===== config.mk =====
export PLATFORM = sky130hd
export DESIGN_NAME = amcc_top
export DESIGN_NICKNAME = d
export VERILOG_FILES = /design/src/amcc_pkg.sv /design/src/amcc_scan_range.sv /design/src/amcc_top.sv
export SDC_FILE = /design/constraint.sdc
export NUM_CORES = 1
export LEC_CHECK = 0
export ABC_AREA = 1
export BUFFER_PORTS_ARGS = -buffer_cell sky130_fd_sc_hd__buf_4
export CAP_MARGIN = 20
export CORE_MARGIN = 4
export CORE_UTILIZATION = 50
export CTS_CLUSTER_DIAMETER = 60
export DETAILED_ROUTE_END_ITERATION = 8
export MAX_ROUTING_LAYER = met4
export PLACE_DENSITY = 0.81
export SKIP_CTS_REPAIR_TIMING = 1
export SLEW_MARGIN = 25
export SYNTH_ARGS = -nofsm -noshare
export SYNTH_HDL_FRONTEND = slang
export SYNTH_SLANG_ARGS = --single-unit
export TNS_END_PERCENT = 30

===== constraint.sdc =====
create_clock -name pclk -period 2.05 [get_ports pclk]
set_input_delay 0.1025 -clock pclk [delete_from_list [all_inputs] [get_ports pclk]]
set_output_delay 0.1025 -clock pclk [all_outputs]
set_load 0.01 [all_outputs]

===== src/amcc_pkg.sv =====
package amcc_pkg;
  // ---------------------------------------------------------------
  // Register byte addresses
  // ---------------------------------------------------------------
  localparam logic [11:0] AMCC_MODE_ADDR = 12'h004; // Mode control.
  localparam logic [11:0] AMCC_CHAN_ADDR = 12'h008; // Channel scan.
  localparam logic [11:0] AMCC_IRQS_ADDR = 12'h080; // Irq status.
  localparam logic [11:0] AMCC_IRQM_ADDR = 12'h084; // Irq mask.

  // ---------------------------------------------------------------
  // Field positions
  // ---------------------------------------------------------------
  localparam int AMCC_DONE_BIT = 7; // Completion flag.
  localparam int AMCC_BUSY_BIT = 6; // Busy flag.
  localparam int AMCC_ITM_LSB = 3; // Interval field low bit.
  localparam int AMCC_RPT_BIT = 2; // Repeat bit.
  localparam int AMCC_SCAN_BIT = 1; // Scan bit.
  localparam int AMCC_START_BIT = 0; // Start bit.
  localparam int AMCC_VREF_BIT = 7; // Reference enable.
  localparam int AMCC_IDLE_BIT = 6; // Idle run enable.
  localparam int AMCC_WID_LSB = 4; // Scan width low bit.
  localparam int AMCC_CH_LSB = 0; // Channel field low bit.

  // ---------------------------------------------------------------
  // Codes and reset values
  // ---------------------------------------------------------------
  localparam logic [1:0] AMCC_ITM_1 = 2'h0; // Every conversion.
  localparam logic [1:0] AMCC_ITM_4 = 2'h1; // Every 4.
  localparam logic [1:0] AMCC_ITM_8 = 2'h2; // Every 8.
  localparam logic [2:0] AMCC_CNT_4 = 3'h3; // Last count of 4.
  localparam logic [2:0] AMCC_CNT_8 = 3'h7; // Last count of 8.
  localparam logic [1:0] AMCC_WID_4 = 2'h0; // 4-channel scan.
  localparam logic [1:0] AMCC_WID_8 = 2'h1; // 8-channel scan.
  localparam logic [1:0] AMCC_WID_12 = 2'h2; // 12-channel scan.
  localparam logic [3:0] AMCC_CH_MAX12 = 4'hB; // Top of 12 scan.
  localparam logic [7:0] AMCC_RST8 = 8'h00; // Register reset.
  localparam logic [31:0] AMCC_ZERO32 = 32'h0000_0000;

  // Sequencer states.
  typedef enum logic [1:0] {
    AMCC_ST_IDLE = 2'b00,
    AMCC_ST_REQ = 2'b01,
    AMCC_ST_WAIT = 2'b10
  } amcc_state_t;
endpackage


===== src/amcc_scan_range.sv =====
`timescale 1ns/10ps
module amcc_scan_range
  import amcc_pkg::*;
(
  // Mode inputs.
  input wire logic scan,
  input wire logic [1:0] width,
  input wire logic [3:0] chan,
  // Channel range.
  output logic [3:0] first_ch,
  output logic [3:0] last_ch
);
  // ---------------------------------------------------------------
  // Range decode
  // ---------------------------------------------------------------
  // Turns the mode fields into the first and last input of a pass.
  always_comb begin
    first_ch = 4'h0;
    last_ch = chan;
    if (!scan) begin
      // A fixed channel is a pass of one input.
      first_ch = chan;
      last_ch = chan;
    end else begin
      case (width)
        AMCC_WID_4: begin
          // Top bit ignored; bit 2 picks the lower or upper group.
          first_ch = {2'b00, chan[2], 1'b0} << 1;
          last_ch = {1'b0, chan[2:0]};
        end
        AMCC_WID_8: begin
          // Codes above seven fold onto the low three bits.
          last_ch = {1'b0, chan[2:0]};
        end
        AMCC_WID_12: begin
          // Undefined codes are clamped so the scan stays in range.
          last_ch = (chan > AMCC_CH_MAX12) ? AMCC_CH_MAX12 : chan;
        end
        default: begin
          // Reserved width behaves as a 4-channel scan.
          first_ch = {2'b00, chan[2], 1'b0} << 1;
          last_ch = {1'b0, chan[2:0]};
        end
      endcase
    end
  end
endmodule


===== src/amcc_top.sv =====
// Added by the designer: the register addresses and the APB slave port.
`timescale 1ns/10ps
// Function
// - Done flag sets on completion, clears on read.
// - Busy flag high while converting.
// - Interval field gives 1, 4, 8 conversions.
// - Interval applies only in fixed repeat.
// - Repeat bit restarts conversions continuously.
// - Scan bit selects channel sequence.
// - Writing one to start begins conversion.
// - Reference enable bit drives reference output.
// - Idle run bit allows conversion in idle.
// - Scan width field selects 4/8/12.
// - Fixed mode converts channel field input.
// - 4-channel scan groups by bit two.
// - 8-channel scan uses low three bits.
// - 12-channel scan stops at the channel field input, clamped to eleven.
module amcc_top
  import amcc_pkg::*;
(
  // Clock and reset.
  input wire logic pclk,
  input wire logic presetn,
  // APB slave.
  input wire logic psel,
  input wire logic penable,
  input wire logic pwrite,
  input wire logic [11:0] paddr,
  input wire logic [31:0] pwdata,
  output logic [31:0] prdata,
  output logic pready,
  output logic pslverr,
  // Conversion core.
  input wire logic core_done,
  input wire logic idle_mode,
  output logic conv_req,
  output logic [3:0] conv_chan,
  output logic ref_enable,
  // Events.
  output logic done_pulse,
  output logic irq
);
  import amcc_pkg::*;

  // ---------------------------------------------------------------
  // Declarations
  // ---------------------------------------------------------------
  logic [4:1] mode_q; // Interval, repeat and scan settings; start is never stored.
  logic [7:0] chan_q; // Channel scan control.
  logic done_q; // Completion flag.
  logic busy_q; // Busy flag.
  logic irqs_q; // Sticky status bit.
  logic irqm_q; // Mask bit.
  logic irq_q; // Interrupt output register.
  logic pready_q; // Access answer.
  logic pslverr_q; // Unmapped answer.
  logic [31:0] prdata_q; // Read data.
  logic req_q; // Conversion request pulse.
  logic [3:0] cur_q; // Channel being converted.
  logic [2:0] dec_q; // Decimation count.
  logic dpulse_q; // Completion event pulse.
  amcc_state_t st_q; // Sequencer state.
  amcc_state_t st_d; // Next sequencer state.
  logic [3:0] first_ch; // Pass start.
  logic [3:0] last_ch; // Pass end.
  logic acc; // Access phase without answer yet.
  logic wr_en; // Write takes effect.
  logic rd_en; // Read completes.
  logic mapped; // Address decodes.
  logic start; // Start command.
  logic pass_end; // Last channel of the pass converted.
  logic fix_rpt; // Fixed-channel repeat mode.
  logic report; // Completion to report.
  logic halt; // Held off by idle.

  // ---------------------------------------------------------------
  // Scan range
  // ---------------------------------------------------------------
  amcc_scan_range u_range (
    .scan(mode_q[AMCC_SCAN_BIT]),
    .width(chan_q[AMCC_WID_LSB+1:AMCC_WID_LSB]),
    .chan(chan_q[AMCC_CH_LSB+3:AMCC_CH_LSB]),
    .first_ch(first_ch),
    .last_ch(last_ch)
  );

  // ---------------------------------------------------------------
  // Bus decode
  // ---------------------------------------------------------------
  // One wait state: the answer is built while pready is low.
  assign acc = psel & penable & ~pready_q;
  assign wr_en = psel & penable & pready_q & pwrite;
  assign rd_en = psel & penable & pready_q & ~pwrite;
  assign mapped = (paddr == AMCC_MODE_ADDR) || (paddr == AMCC_CHAN_ADDR) ||
                  (paddr == AMCC_IRQS_ADDR) || (paddr == AMCC_IRQM_ADDR);
  // A start is a one in the start bit; zero does nothing.
  assign start = wr_en && (paddr == AMCC_MODE_ADDR) && pwdata[AMCC_START_BIT];
  assign fix_rpt = mode_q[AMCC_RPT_BIT] & ~mode_q[AMCC_SCAN_BIT];
  assign pass_end = (st_q == AMCC_ST_WAIT) && core_done && (cur_q == last_ch);
  // Conversion is halted in idle unless allowed to run there.
  assign halt = idle_mode & ~chan_q[AMCC_IDLE_BIT];

  // Decimation only shortens reports in fixed repeat mode.
  always_comb begin
    report = pass_end;
    if (pass_end && fix_rpt) begin
      case (mode_q[AMCC_ITM_LSB+1:AMCC_ITM_LSB])
        AMCC_ITM_1: report = 1'b1;
        AMCC_ITM_4: report = (dec_q == AMCC_CNT_4);
        AMCC_ITM_8: report = (dec_q == AMCC_CNT_8);
        default: report = 1'b1;
      endcase
    end
  end

  // ---------------------------------------------------------------
  // APB answer
  // ---------------------------------------------------------------
  // Ready and error come from flops so outputs stay glitch free.
  always_ff @(posedge pclk or negedge presetn) begin
    if (!presetn) begin
      pready_q <= 1'b0;
      pslverr_q <= 1'b0;
    end else begin
      pready_q <= acc;
      pslverr_q <= acc & ~mapped;
    end
  end

  // Read data is sampled one cycle before the answer.
  always_ff @(posedge pclk or negedge presetn) begin
    if (!presetn) begin
      prdata_q <= AMCC_ZERO32;
    end else if (acc && !pwrite) begin
      prdata_q <= AMCC_ZERO32;
      case (paddr)
        AMCC_MODE_ADDR: begin
          // Start reads as zero; upper bits read as zero.
          prdata_q[AMCC_DONE_BIT] <= done_q | report;
          prdata_q[AMCC_BUSY_BIT] <= busy_q;
          prdata_q[4:1] <= mode_q[4:1];
        end
        AMCC_CHAN_ADDR: prdata_q[7:0] <= chan_q;
        AMCC_IRQS_ADDR: prdata_q[0] <= irqs_q;
        AMCC_IRQM_ADDR: prdata_q[0] <= irqm_q;
        default: prdata_q <= AMCC_ZERO32;
      endcase
    end
  end

  // ---------------------------------------------------------------
  // Configuration registers
  // ---------------------------------------------------------------
  // Mode fields: software must set them before the start bit.
  always_ff @(posedge pclk or negedge presetn) begin
    if (!presetn) begin
      mode_q <= AMCC_RST8[4:1];
    end else if (wr_en && paddr == AMCC_MODE_ADDR) begin
      mode_q <= pwdata[4:1];
    end
  end

  // Channel control, reference and idle settings.
  always_ff @(posedge pclk or negedge presetn) begin
    if (!presetn) begin
      chan_q <= AMCC_RST8;
    end else if (wr_en && paddr == AMCC_CHAN_ADDR) begin
      chan_q <= pwdata[7:0];
    end
  end

  // Reference follows its bit; settle time is software's wait.
  always_ff @(posedge pclk or negedge presetn) begin
    if (!presetn) begin
      ref_enable <= 1'b0;
    end else begin
      ref_enable <= chan_q[AMCC_VREF_BIT];
    end
  end

  // ---------------------------------------------------------------
  // Sequencer
  // ---------------------------------------------------------------
  // Next state: a start always restarts from the first channel.
  always_comb begin
    st_d = st_q;
    case (st_q)
      AMCC_ST_IDLE: begin
        if (start) st_d = AMCC_ST_REQ;
      end
      AMCC_ST_REQ: begin
        if (!halt && !start) st_d = AMCC_ST_WAIT;
      end
      AMCC_ST_WAIT: begin
        if (start) begin
          st_d = AMCC_ST_REQ;
        end else if (core_done) begin
          // A single pass stops; repeat starts over.
          if (pass_end && !mode_q[AMCC_RPT_BIT]) st_d = AMCC_ST_IDLE;
          else st_d = AMCC_ST_REQ;
        end
      end
      default: st_d = AMCC_ST_IDLE;
    endcase
  end

  // State register.
  always_ff @(posedge pclk or negedge presetn) begin
    if (!presetn) st_q <= AMCC_ST_IDLE;
    else st_q <= st_d;
  end

  // Channel pointer walks from first to last within a pass.
  always_ff @(posedge pclk or negedge presetn) begin
    if (!presetn) begin
      cur_q <= 4'h0;
    end else if (start || pass_end) begin
      cur_q <= first_ch;
    end else if (st_q == AMCC_ST_WAIT && core_done) begin
      cur_q <= cur_q + 4'h1;
    end
  end

  // Request pulse and channel to the core.
  always_ff @(posedge pclk or negedge presetn) begin
    if (!presetn) begin
      req_q <= 1'b0;
      conv_chan <= 4'h0;
    end else begin
      req_q <= (st_q == AMCC_ST_REQ) && !halt && !start;
      if (st_q == AMCC_ST_REQ) conv_chan <= cur_q;
    end
  end

  // Busy from start until a single pass ends.
  always_ff @(posedge pclk or negedge presetn) begin
    if (!presetn) busy_q <= 1'b0;
    else busy_q <= (st_d != AMCC_ST_IDLE);
  end

  // Decimation counter counts passes in fixed repeat mode.
  always_ff @(posedge pclk or negedge presetn) begin
    if (!presetn) begin
      dec_q <= 3'h0;
    end else if (start) begin
      dec_q <= 3'h0;
    end else if (pass_end && fix_rpt) begin
      dec_q <= report ? 3'h0 : dec_q + 3'h1;
    end
  end

  // ---------------------------------------------------------------
  // Flags and interrupt
  // ---------------------------------------------------------------
  // Completion flag: a new completion wins over the read clear.
  always_ff @(posedge pclk or negedge presetn) begin
    if (!presetn) begin
      done_q <= 1'b0;
    end else if (report) begin
      done_q <= 1'b1;
    end else if (start || (rd_en && paddr == AMCC_MODE_ADDR)) begin
      done_q <= 1'b0;
    end
  end

  // Event pulse on the same edge as the flag.
  always_ff @(posedge pclk or negedge presetn) begin
    if (!presetn) dpulse_q <= 1'b0;
    else dpulse_q <= report;
  end

  // Sticky status, cleared by writing one; set wins.
  always_ff @(posedge pclk or negedge presetn) begin
    if (!presetn) begin
      irqs_q <= 1'b0;
    end else if (report) begin
      irqs_q <= 1'b1;
    end else if (wr_en && paddr == AMCC_IRQS_ADDR && pwdata[0]) begin
      irqs_q <= 1'b0;
    end
  end

  // Mask register.
  always_ff @(posedge pclk or negedge presetn) begin
    if (!presetn) irqm_q <= 1'b0;
    else if (wr_en && paddr == AMCC_IRQM_ADDR) irqm_q <= pwdata[0];
  end

  // Level interrupt.
  always_ff @(posedge pclk or negedge presetn) begin
    if (!presetn) irq_q <= 1'b0;
    else irq_q <= irqs_q & irqm_q;
  end

  assign prdata = prdata_q;
  assign pready = pready_q;
  assign pslverr = pslverr_q;
  assign conv_req = req_q;
  assign done_pulse = dpulse_q;
  assign irq = irq_q;

  // ---------------------------------------------------------------
  // Assertions
  // ---------------------------------------------------------------
  property p_done_set;
    @(posedge pclk) disable iff (!presetn) report |=> done_q && dpulse_q;
  endproperty
  a_done_set: assert property (p_done_set) else $error("done flag not set");

  property p_done_clr;
    @(posedge pclk) disable iff (!presetn)
      (rd_en && paddr == AMCC_MODE_ADDR && !report) |=> !done_q;
  endproperty
  a_done_clr: assert property (p_done_clr) else $error("done not cleared by read");

  property p_busy;
    @(posedge pclk) disable iff (!presetn) start |=> busy_q;
  endproperty
  a_busy: assert property (p_busy) else $error("busy not set on start");

  property p_dec8;
    @(posedge pclk) disable iff (!presetn)
      (pass_end && fix_rpt && mode_q[4:3] == AMCC_ITM_8 && dec_q != AMCC_CNT_8) |=> !dpulse_q;
  endproperty
  a_dec8: assert property (p_dec8) else $error("early report in 8 mode");

  property p_nodec;
    @(posedge pclk) disable iff (!presetn) (pass_end && !fix_rpt) |=> dpulse_q;
  endproperty
  a_nodec: assert property (p_nodec) else $error("report lost outside fixed repeat");

  property p_single;
    @(posedge pclk) disable iff (!presetn)
      (pass_end && !mode_q[AMCC_RPT_BIT] && !start) |=> ##1 !busy_q;
  endproperty
  a_single: assert property (p_single) else $error("single pass did not stop");

  property p_req;
    @(posedge pclk) disable iff (!presetn) (start && !halt) |-> ##[1:3] req_q;
  endproperty
  a_req: assert property (p_req) else $error("no request after start");

  property p_ref;
    @(posedge pclk) disable iff (!presetn) ##1 (ref_enable == $past(chan_q[AMCC_VREF_BIT]));
  endproperty
  a_ref: assert property (p_ref) else $error("reference not following bit");

  property p_idle;
    @(posedge pclk) disable iff (!presetn) halt |=> !req_q;
  endproperty
  a_idle: assert property (p_idle) else $error("request while idle halted");

  property p_range;
    @(posedge pclk) disable iff (!presetn)
      (req_q && mode_q[AMCC_SCAN_BIT] && chan_q[5:4] == AMCC_WID_12) |-> conv_chan <= AMCC_CH_MAX12;
  endproperty
  a_range: assert property (p_range) else $error("12 scan beyond eleven");
endmodule


==> results of run 1 <==
-- worst reg2reg max path: stages, from the launching register on --
cell	delay [ns]
sky130_fd_sc_hd__dfrtp_1	0.38
sky130_fd_sc_hd__inv_1	0.05
sky130_fd_sc_hd__ha_1	0.20
sky130_fd_sc_hd__nand2_2	0.12
sky130_fd_sc_hd__inv_2	0.05
sky130_fd_sc_hd__nand2_1	0.07
sky130_fd_sc_hd__nand2_1	0.05
sky130_fd_sc_hd__nand2_1	0.08
sky130_fd_sc_hd__nand2_2	0.07
sky130_fd_sc_hd__nor2_4	0.16
sky130_fd_sc_hd__nand3_2	0.18
sky130_fd_sc_hd__nand3_1	0.11
sky130_fd_sc_hd__inv_1	0.05
sky130_fd_sc_hd__nand2_1	0.05
sky130_fd_sc_hd__nand2_1	0.04
-- worst max-delay path by stage --
stage | end
floorplan | dec_q[0]$_DFFE_PN0P_
global placement | dec_q[0]$_DFFE_PN0P_
detailed placement | dec_q[0]$_DFFE_PN0P_
CTS | dec_q[0]$_DFFE_PN0P_
global route | dec_q[0]$_DFFE_PN0P_
finish | dec_q[2]$_DFFE_PN0P_
-- Yosys cell counts, types with 2 or more instances --
master	number
sky130_fd_sc_hd__a211oi_1	2
sky130_fd_sc_hd__a21oi_1	2
sky130_fd_sc_hd__a21oi_2	2
sky130_fd_sc_hd__a31oi_1	2
sky130_fd_sc_hd__buf_4	26
sky130_fd_sc_hd__dfrtp_1	43
sky130_fd_sc_hd__ha_1	4
sky130_fd_sc_hd__inv_1	41
sky130_fd_sc_hd__inv_2	4
sky130_fd_sc_hd__mux2_2	4
sky130_fd_sc_hd__nand2_1	69
sky130_fd_sc_hd__nand2_2	11
sky130_fd_sc_hd__nand2_4	2
sky130_fd_sc_hd__nand3_1	22
sky130_fd_sc_hd__nand3_2	4
sky130_fd_sc_hd__nand4_1	2
sky130_fd_sc_hd__nor2_1	19
sky130_fd_sc_hd__nor2_2	5
sky130_fd_sc_hd__nor2_4	3
sky130_fd_sc_hd__nor3_1	4
sky130_fd_sc_hd__o211ai_1	2
sky130_fd_sc_hd__o21a_1	2
sky130_fd_sc_hd__o21ai_0	15
sky130_fd_sc_hd__o21ai_1	8
sky130_fd_sc_hd__xnor2_1	2
sky130_fd_sc_hd__xor2_1	2
-- cell usage in the layout (no fill, tap or decap), types with 2 or more instances in the layout --
cell / instances
sky130_fd_sc_hd__o21a_1: 2
sky130_fd_sc_hd__mux2_2: 4
sky130_fd_sc_hd__a211oi_1: 2
sky130_fd_sc_hd__nor2_1: 19
sky130_fd_sc_hd__clkinv_2: 2
sky130_fd_sc_hd__buf_4: 44
sky130_fd_sc_hd__ha_1: 4
sky130_fd_sc_hd__clkbuf_8: 6
sky130_fd_sc_hd__nor3_1: 4
sky130_fd_sc_hd__nand3_2: 4
sky130_fd_sc_hd__nand4_1: 2
sky130_fd_sc_hd__nand2_4: 2
sky130_fd_sc_hd__xnor2_1: 2
sky130_fd_sc_hd__nand2_1: 69
sky130_fd_sc_hd__a21oi_2: 2
sky130_fd_sc_hd__conb_1: 24
sky130_fd_sc_hd__o21ai_0: 15
sky130_fd_sc_hd__a21oi_1: 2
sky130_fd_sc_hd__nand2_2: 11
sky130_fd_sc_hd__nor2_2: 5
sky130_fd_sc_hd__o21ai_1: 8
sky130_fd_sc_hd__nand3_1: 22
sky130_fd_sc_hd__dfrtp_1: 43
sky130_fd_sc_hd__a31oi_1: 2
sky130_fd_sc_hd__inv_1: 41
sky130_fd_sc_hd__inv_2: 4
sky130_fd_sc_hd__xor2_1: 2
sky130_fd_sc_hd__o211ai_1: 2
sky130_fd_sc_hd__nor2_4: 3
-- stage by stage --
stage	setup slack (ns)	hold WS (ns)	power (mW)	instances	utilization, %
floorplan	0.524	-0.193	1.47	334	-
global placement	0.363	0.118	1.65	418	58.7
detailed placement	0.286	0.125	1.67	418	58.7
CTS	0.278	-0.205	2.35	426	61.1
global route	0.105	0.0324	2.48	427	61.3
finish	0.289	0.0330	2.33	427	61.3
-- power by group through the flow --
stage,registers (mW),clock network (mW),logic (mW)
2_1_floorplan,1.08,0,0.390
4_1_cts,1.05,0.694,0.609
3_3_place_gp,1.06,0,0.585
3_5_place_dp,1.06,0,0.608
6_report,1.05,0.680,0.604
5_1_grt,1.07,0.731,0.685
-- routing by layer --
metal  part of all wire [%]  track usage [%]
met1                     43             22.1
met2                     49             30.1
met4                    1.2             8.42
met5                      0                -
met3                    6.9             4.65
-- flip-flops by register name (all words and copies together), names as in the netlist, 2 cells and up --
register / cells
dec_q: 3
mode_q: 4
chan_q: 8
st_q: 2
conv_chan: 4
cur_q: 4
prdata: 8
-- final cells by class --
type / count / area, sq um / area share, %
Sequential cell: 43 / 1080 / 36.4
Tap cell: 67 / 83.8 / 2.84
Clock buffer: 6 / 82.6 / 2.80
Multi-Input combinational cell: 218 / 1160 / 39.3
Timing Repair Buffer: 45 / 340 / 11.5
Clock inverter: 2 / 35.0 / 1.19
Inverter: 46 / 174 / 5.89
-- cells by family after synthesis --
group | Yosys count | share of synthesized area [%]
buffers and inverters | 73 | 14.8
other | 1 | 0.148
and+or+nand+nor | 145 | 28.7
AOI/OAI and AO/OA | 37 | 8.57
adders and majority gates | 4 | 1.98
DFF | 43 | 42.6
muxes | 4 | 1.78
xor gates and xnor gates | 4 | 1.39
==> reports/summary.json, run 1 <==
{
  "hold_path": {
    "hold_path_startpoint": "pwdata[5]",
    "timing.hold.worst_path_depth": 2,
    "min_path_type": "in -> reg",
    "worst_hold_path.endpoint": "chan_q[5]$_DFFE_PN0P_"
  },
  "power": {
    "pwr-share-comb_pct": 25.9,
    "clockPowerShare_pct": 29.1,
    "power.share.switching_pct": 30.8,
    "p_per_area_nw_per_um2": 790,
    "power_frac_seq_pct": 45.0,
    "vdd_ir_drop_max_mv": 0.442,
    "switchingPower_mw": 0.718,
    "power.internal_mw": 1.62,
    "leakagePower_nw": 1.62
  },
  "logic_synthesis": {
    "async_reset_ff_share_pct": 100,
    "post_synth_inst_count": 311,
    "number_of_distinct_library_cell_variants_in_the_gate_level_netlist_after_synthesis": 35,
    "syn_area_sq_um": 2530,
    "synth_edf_count": 0,
    "synth_ff_type": "sky130_fd_sc_hd__dfrtp_1",
    "yosysWarningCount": 0,
    "yosys.area.top_type_share_pct": 42.6,
    "synth-seq-cells": 43,
    "postSynthAreaPerCell_sq_um": 8.12,
    "ys_seq_area_share_pct": 42.6,
    "yosys-top-cells-area": "sky130_fd_sc_hd__dfrtp_1, sky130_fd_sc_hd__nand2_1, sky130_fd_sc_hd__buf_4",
    "yosysTopAreaCell": "sky130_fd_sc_hd__dfrtp_1"
  },
  "sta": {
    "max_slew.worst_pin.slew_ns": 0.535,
    "achievable-frequency_mhz": 568,
    "maxSlewHeadroom_pct": 64.3,
    "finalSetupTns_ns": 0,
    "rsz0062_at_grt": "no",
    "final-setup-viol-count": 0,
    "tcrit_tclk_final_pct": 85.9,
    "timing.clock.skew_ns": 0.00500,
    "final.min_clock_period_ns": 1.76,
    "report.final.slew_viol_count": 0,
    "hold_violations": 0
  },
  "worst_setup_path": {
    "timing.critical_path.arrival_ns": 1.95,
    "regToRegStartpoint": "chan_q[4]$_DFFE_PN0P_",
    "critical_path_class": "reg -> reg",
    "worst_path_dominant_cell_family": "simple AND/OR/NAND/NOR gates",
    "timing.critical_path.slowest_stage_cell": "sky130_fd_sc_hd__dfrtp_1",
    "worst-path-buf-inv": 3,
    "critPathMaxStageDelay_ns": 0.38,
    "maximum_net_fanout_on_the_critical_path": 7,
    "reg2regPathDepth": 14,
    "timing.critical_path.depth": 14,
    "worst_setup_path_start_kind": "register",
    "regToRegEndpoint": "dec_q[2]$_DFFE_PN0P_",
    "critical_path_cell_by_cell": "inv_1 -> ha_1 -> nand2_2 -> inv_2 -> nand2_1 -> nand2_1 -> nand2_1 -> nand2_2 -> nor2_4 -> nand3_2 -> nand3_1 -> inv_1 -> nand2_1 -> nand2_1",
    "timing.critical_path.mode_cell": "sky130_fd_sc_hd__nand2_1",
    "cp-startpoint": "chan_q[4]$_DFFE_PN0P_",
    "timing.critical_path.to_type": "register",
    "cp.required_ns": 2.24,
    "r2r_slack_ns": 0.29
  },
  "global_route": {
    "grt_start_max_net_pins": 44,
    "vias_in_the_first_global_route": 2026,
    "grt_first_pass_wirelength_mm": 8.90,
    "global_route.overflow_total": 0,
    "grt.total_usage_pct": 18.7,
    "grt_antenna_before_repair": 0
  },
  "placed_design": {
    "port_bufs": 44,
    "detailed_place.area_sq_um": 2830,
    "placer_s_final_routability_congestion_estimate": 0.874,
    "detailed_place_hpwl_mm": 4.10
  },
  "floorplanning": {
    "floorplan.die.width_um": 79.1,
    "rows": 25,
    "die-area_sq_um": 6250,
    "initial_core_util_pct": 52.4,
    "die_h_um": 79.1,
    "ios": 93,
    "core_area_sq_um": 4820
  },
  "cts": {
    "cts.htree.levels": 2,
    "cts_buffers": 5,
    "cts_root_buffer": "sky130_fd_sc_hd__clkbuf_8",
    "clock_latency_ns": 0.30,
    "clock-sinks": 43,
    "tritoncts_clock_tree": "done",
    "cts.reportedPaths.clkPinSlew_ns": 0.08,
    "maximum_buffer_depth_of_the_clock_tree": 2
  },
  "route": {
    "detail_route.drc_violations": 0,
    "wire_per_inst_um": 12.2,
    "dr_total_vias": 2034,
    "wl_mm": 5.20,
    "drt_iter0_markers": 103,
    "drt-pass1-iter-count": 4,
    "drtAntennaViolNets": 0,
    "vias_per_instance": 4.76
  },
  "run_status": {
    "status": "completed"
  },
  "cells_and_area": {
    "final_layout_size_suffix_gt1_share_pct": 25.3,
    "syn2layout_area_growth_pct": 16.9,
    "antennaDiodeCount": 0,
    "post-route-cell-area_sq_um": 2950,
    "num-nets-final": 414,
    "final.fill_count": 436
  },
  "job": {
    "maxCapViolCount": 0
  }
}
(Power assumes the default switching activity.)
==> run 2: changes to the inputs <==
--- a/config.mk
+++ b/config.mk
@@ -14,6 +14,7 @@
 export DETAILED_ROUTE_END_ITERATION = 8
 export MAX_ROUTING_LAYER = met4
 export PLACE_DENSITY = 0.81
+export SETUP_SLACK_MARGIN = 0.3
 export SKIP_CTS_REPAIR_TIMING = 1
 export SLEW_MARGIN = 25
 export SYNTH_ARGS = -nofsm -noshare
==> reports/summary.json, run 2 (synthesized netlist as in run 1, its figures left out) <==
{
  "run_status": {
    "status": "completed"
  },
  "power": {
    "p_per_area_nw_per_um2": 775,
    "leakagePower_nw": 1.66,
    "total_power_mw": 2.34,
    "vdd_ir_drop_max_mv": 0.488
  },
  "cts": {
    "cts.reportedPaths.clkPinSlew_ns": 0.08,
    "cts.htree.levels": 2,
    "tritoncts_clock_tree": "done",
    "cts_buffers": 5,
    "maximum_buffer_depth_of_the_clock_tree": 2,
    "clock_latency_ns": 0.30,
    "cts_root_buffer": "sky130_fd_sc_hd__clkbuf_8",
    "clock-sinks": 43
  },
  "worst_setup_path": {
    "worst_setup_path_endpoint": "cur_q[2]$_DFFE_PN0P_",
    "critical_path_class": "reg -> reg",
    "timing.critical_path.slowest_stage_cell": "sky130_fd_sc_hd__dfrtp_1",
    "regToRegStartpoint": "chan_q[4]$_DFFE_PN0P_",
    "reg2regPathDepth": 14,
    "critPathMaxStageDelay_ns": 0.39,
    "timing.critical_path.arrival_ns": 1.92,
    "regToRegEndpoint": "cur_q[2]$_DFFE_PN0P_",
    "cp.required_ns": 2.24,
    "timing.critical_path.to_type": "register",
    "maximum_net_fanout_on_the_critical_path": 7,
    "cp-startpoint": "chan_q[4]$_DFFE_PN0P_",
    "worst_setup_path_start_kind": "register",
    "r2r_slack_ns": 0.31,
    "critical_path_cell_by_cell": "inv_1 -> ha_2 -> nand2_4 -> inv_2 -> nand2_2 -> nand2_1 -> nand2_1 -> nand2_2 -> nor2_4 -> nand2_4 -> nand2_8 -> nand2_2 -> nand2_1 -> o21ai_1"
  },
  "sta": {
    "final-setup-viol-count": 0,
    "timing.final.ws_setup_ns": 0.313,
    "achievable-frequency_mhz": 576,
    "rsz0062_at_grt": "yes",
    "max_slew.worst_pin.slew_ns": 0.535,
    "maxSlewHeadroom_pct": 64.3,
    "tcrit_tclk_final_pct": 84.7,
    "hold_violations": 0,
    "final.min_clock_period_ns": 1.74,
    "report.final.slew_viol_count": 0,
    "timing.clock.skew_ns": 0.00517,
    "hold-worst-slack_ns": 0.0305,
    "finalSetupTns_ns": 0
  },
  "cells_and_area": {
    "num-nets-final": 417,
    "post-route-cell-area_sq_um": 3020,
    "layout_commonest_cell": "sky130_fd_sc_hd__nand2_1",
    "final_layout_size_suffix_gt1_share_pct": 27.5,
    "layout_common_cells": "sky130_fd_sc_hd__nand2_1, sky130_fd_sc_hd__buf_4, sky130_fd_sc_hd__dfrtp_1, sky130_fd_sc_hd__inv_1, sky130_fd_sc_hd__conb_1",
    "final.fill_count": 429,
    "antennaDiodeCount": 0,
    "syn2layout_area_growth_pct": 19.5
  },
  "floorplanning": {
    "die_h_um": 79.1,
    "rows": 25,
    "floorplan.die.width_um": 79.1,
    "ios": 93,
    "die-area_sq_um": 6250,
    "core_area_sq_um": 4820,
    "initial_core_util_pct": 52.4
  },
  "route": {
    "vias_per_instance": 4.78,
    "wire_per_inst_um": 12.2,
    "drtAntennaViolNets": 0,
    "dr_total_vias": 2056,
    "wl_mm": 5.25,
    "drt_iter0_markers": 101,
    "drt-pass1-iter-count": 4,
    "detail_route.drc_violations": 0
  },
  "hold_path": {
    "min_path_type": "in -> reg"
  },
  "global_route": {
    "global_route.overflow_total": 0,
    "grt.total_usage_pct": 18.7,
    "grt_first_pass_wirelength_mm": 8.90,
    "vias_in_the_first_global_route": 2026,
    "grt_start_max_net_pins": 44,
    "grt_antenna_before_repair": 0
  },
  "job": {
    "maxCapViolCount": 0
  },
  "placed_design": {
    "detailed_place_hpwl_mm": 4.10,
    "detailed_place.area_sq_um": 2830,
    "preCtsSetupSlack_ns": 0.286,
    "placer_s_final_routability_congestion_estimate": 0.874,
    "port_bufs": 44
  }
}
[run 2: metrics by stage]
step                cells  util [%]
floorplan             334         -
global placement      418      58.7
detailed placement    418      58.7
CTS                   426      61.1
global route          430      62.7
finish                430      62.7
[run 2: routing by layer]
metal | GRT usage (%) | vias to the layer above | wire length (um) | share of wire, %
met5 | - | - | 0 | 0
met4 | 8.42 | 0 | 82 | 1.6
met3 | 4.65 | 8 | 360 | 6.9
met2 | 30.1 | 62 | 2570 | 49
met1 | 22.1 | 947 | 2240 | 43
li1 | - | 1039 | - | -
[run 2: worst min path at each step]
stage | slack, ns | cells past startpoint | start | to
after floorplan | -0.19 | 0 | presetn | busy_q$_DFF_PN0_
after global placement | 0.12 | 1 | presetn | conv_chan[1]$_DFFE_PN0P_
after detailed placement | 0.13 | 1 | presetn | conv_chan[1]$_DFFE_PN0P_
after CTS | -0.20 | 1 | presetn | conv_chan[3]$_DFFE_PN0P_
after global routing | 0.03 | 2 | pwdata[5] | chan_q[5]$_DFFE_PN0P_
final | 0.03 | 2 | pwdata[5] | chan_q[5]$_DFFE_PN0P_
[run 2: critical path: cells and delay by family (launching register included)]
kind / cells / cell delay, ns
AND/OR/NAND/NOR: 10 / 0.88
flip-flops: 1 / 0.39
adder cells (fa/ha/maj): 1 / 0.19
buffers and inverters: 2 / 0.10
AO/OA/AOI/OAI: 1 / 0.06
[run 2: final cells by class]
type                       count  area (sq um)  area share, %
tap                           67          83.8           2.78
timing repair buffer          48           363           12.0
clock inverter                 2          35.0           1.16
multi-input combinational    218          1200           39.8
inverter                      46           176           5.84
sequential                    43          1080           35.6
clock buffer                   6          82.6           2.74
[run 2: where the power goes]
part           switching, mW  internal [mW]
registers             0.0860          0.964
clock network          0.288          0.394
logic                  0.352          0.257
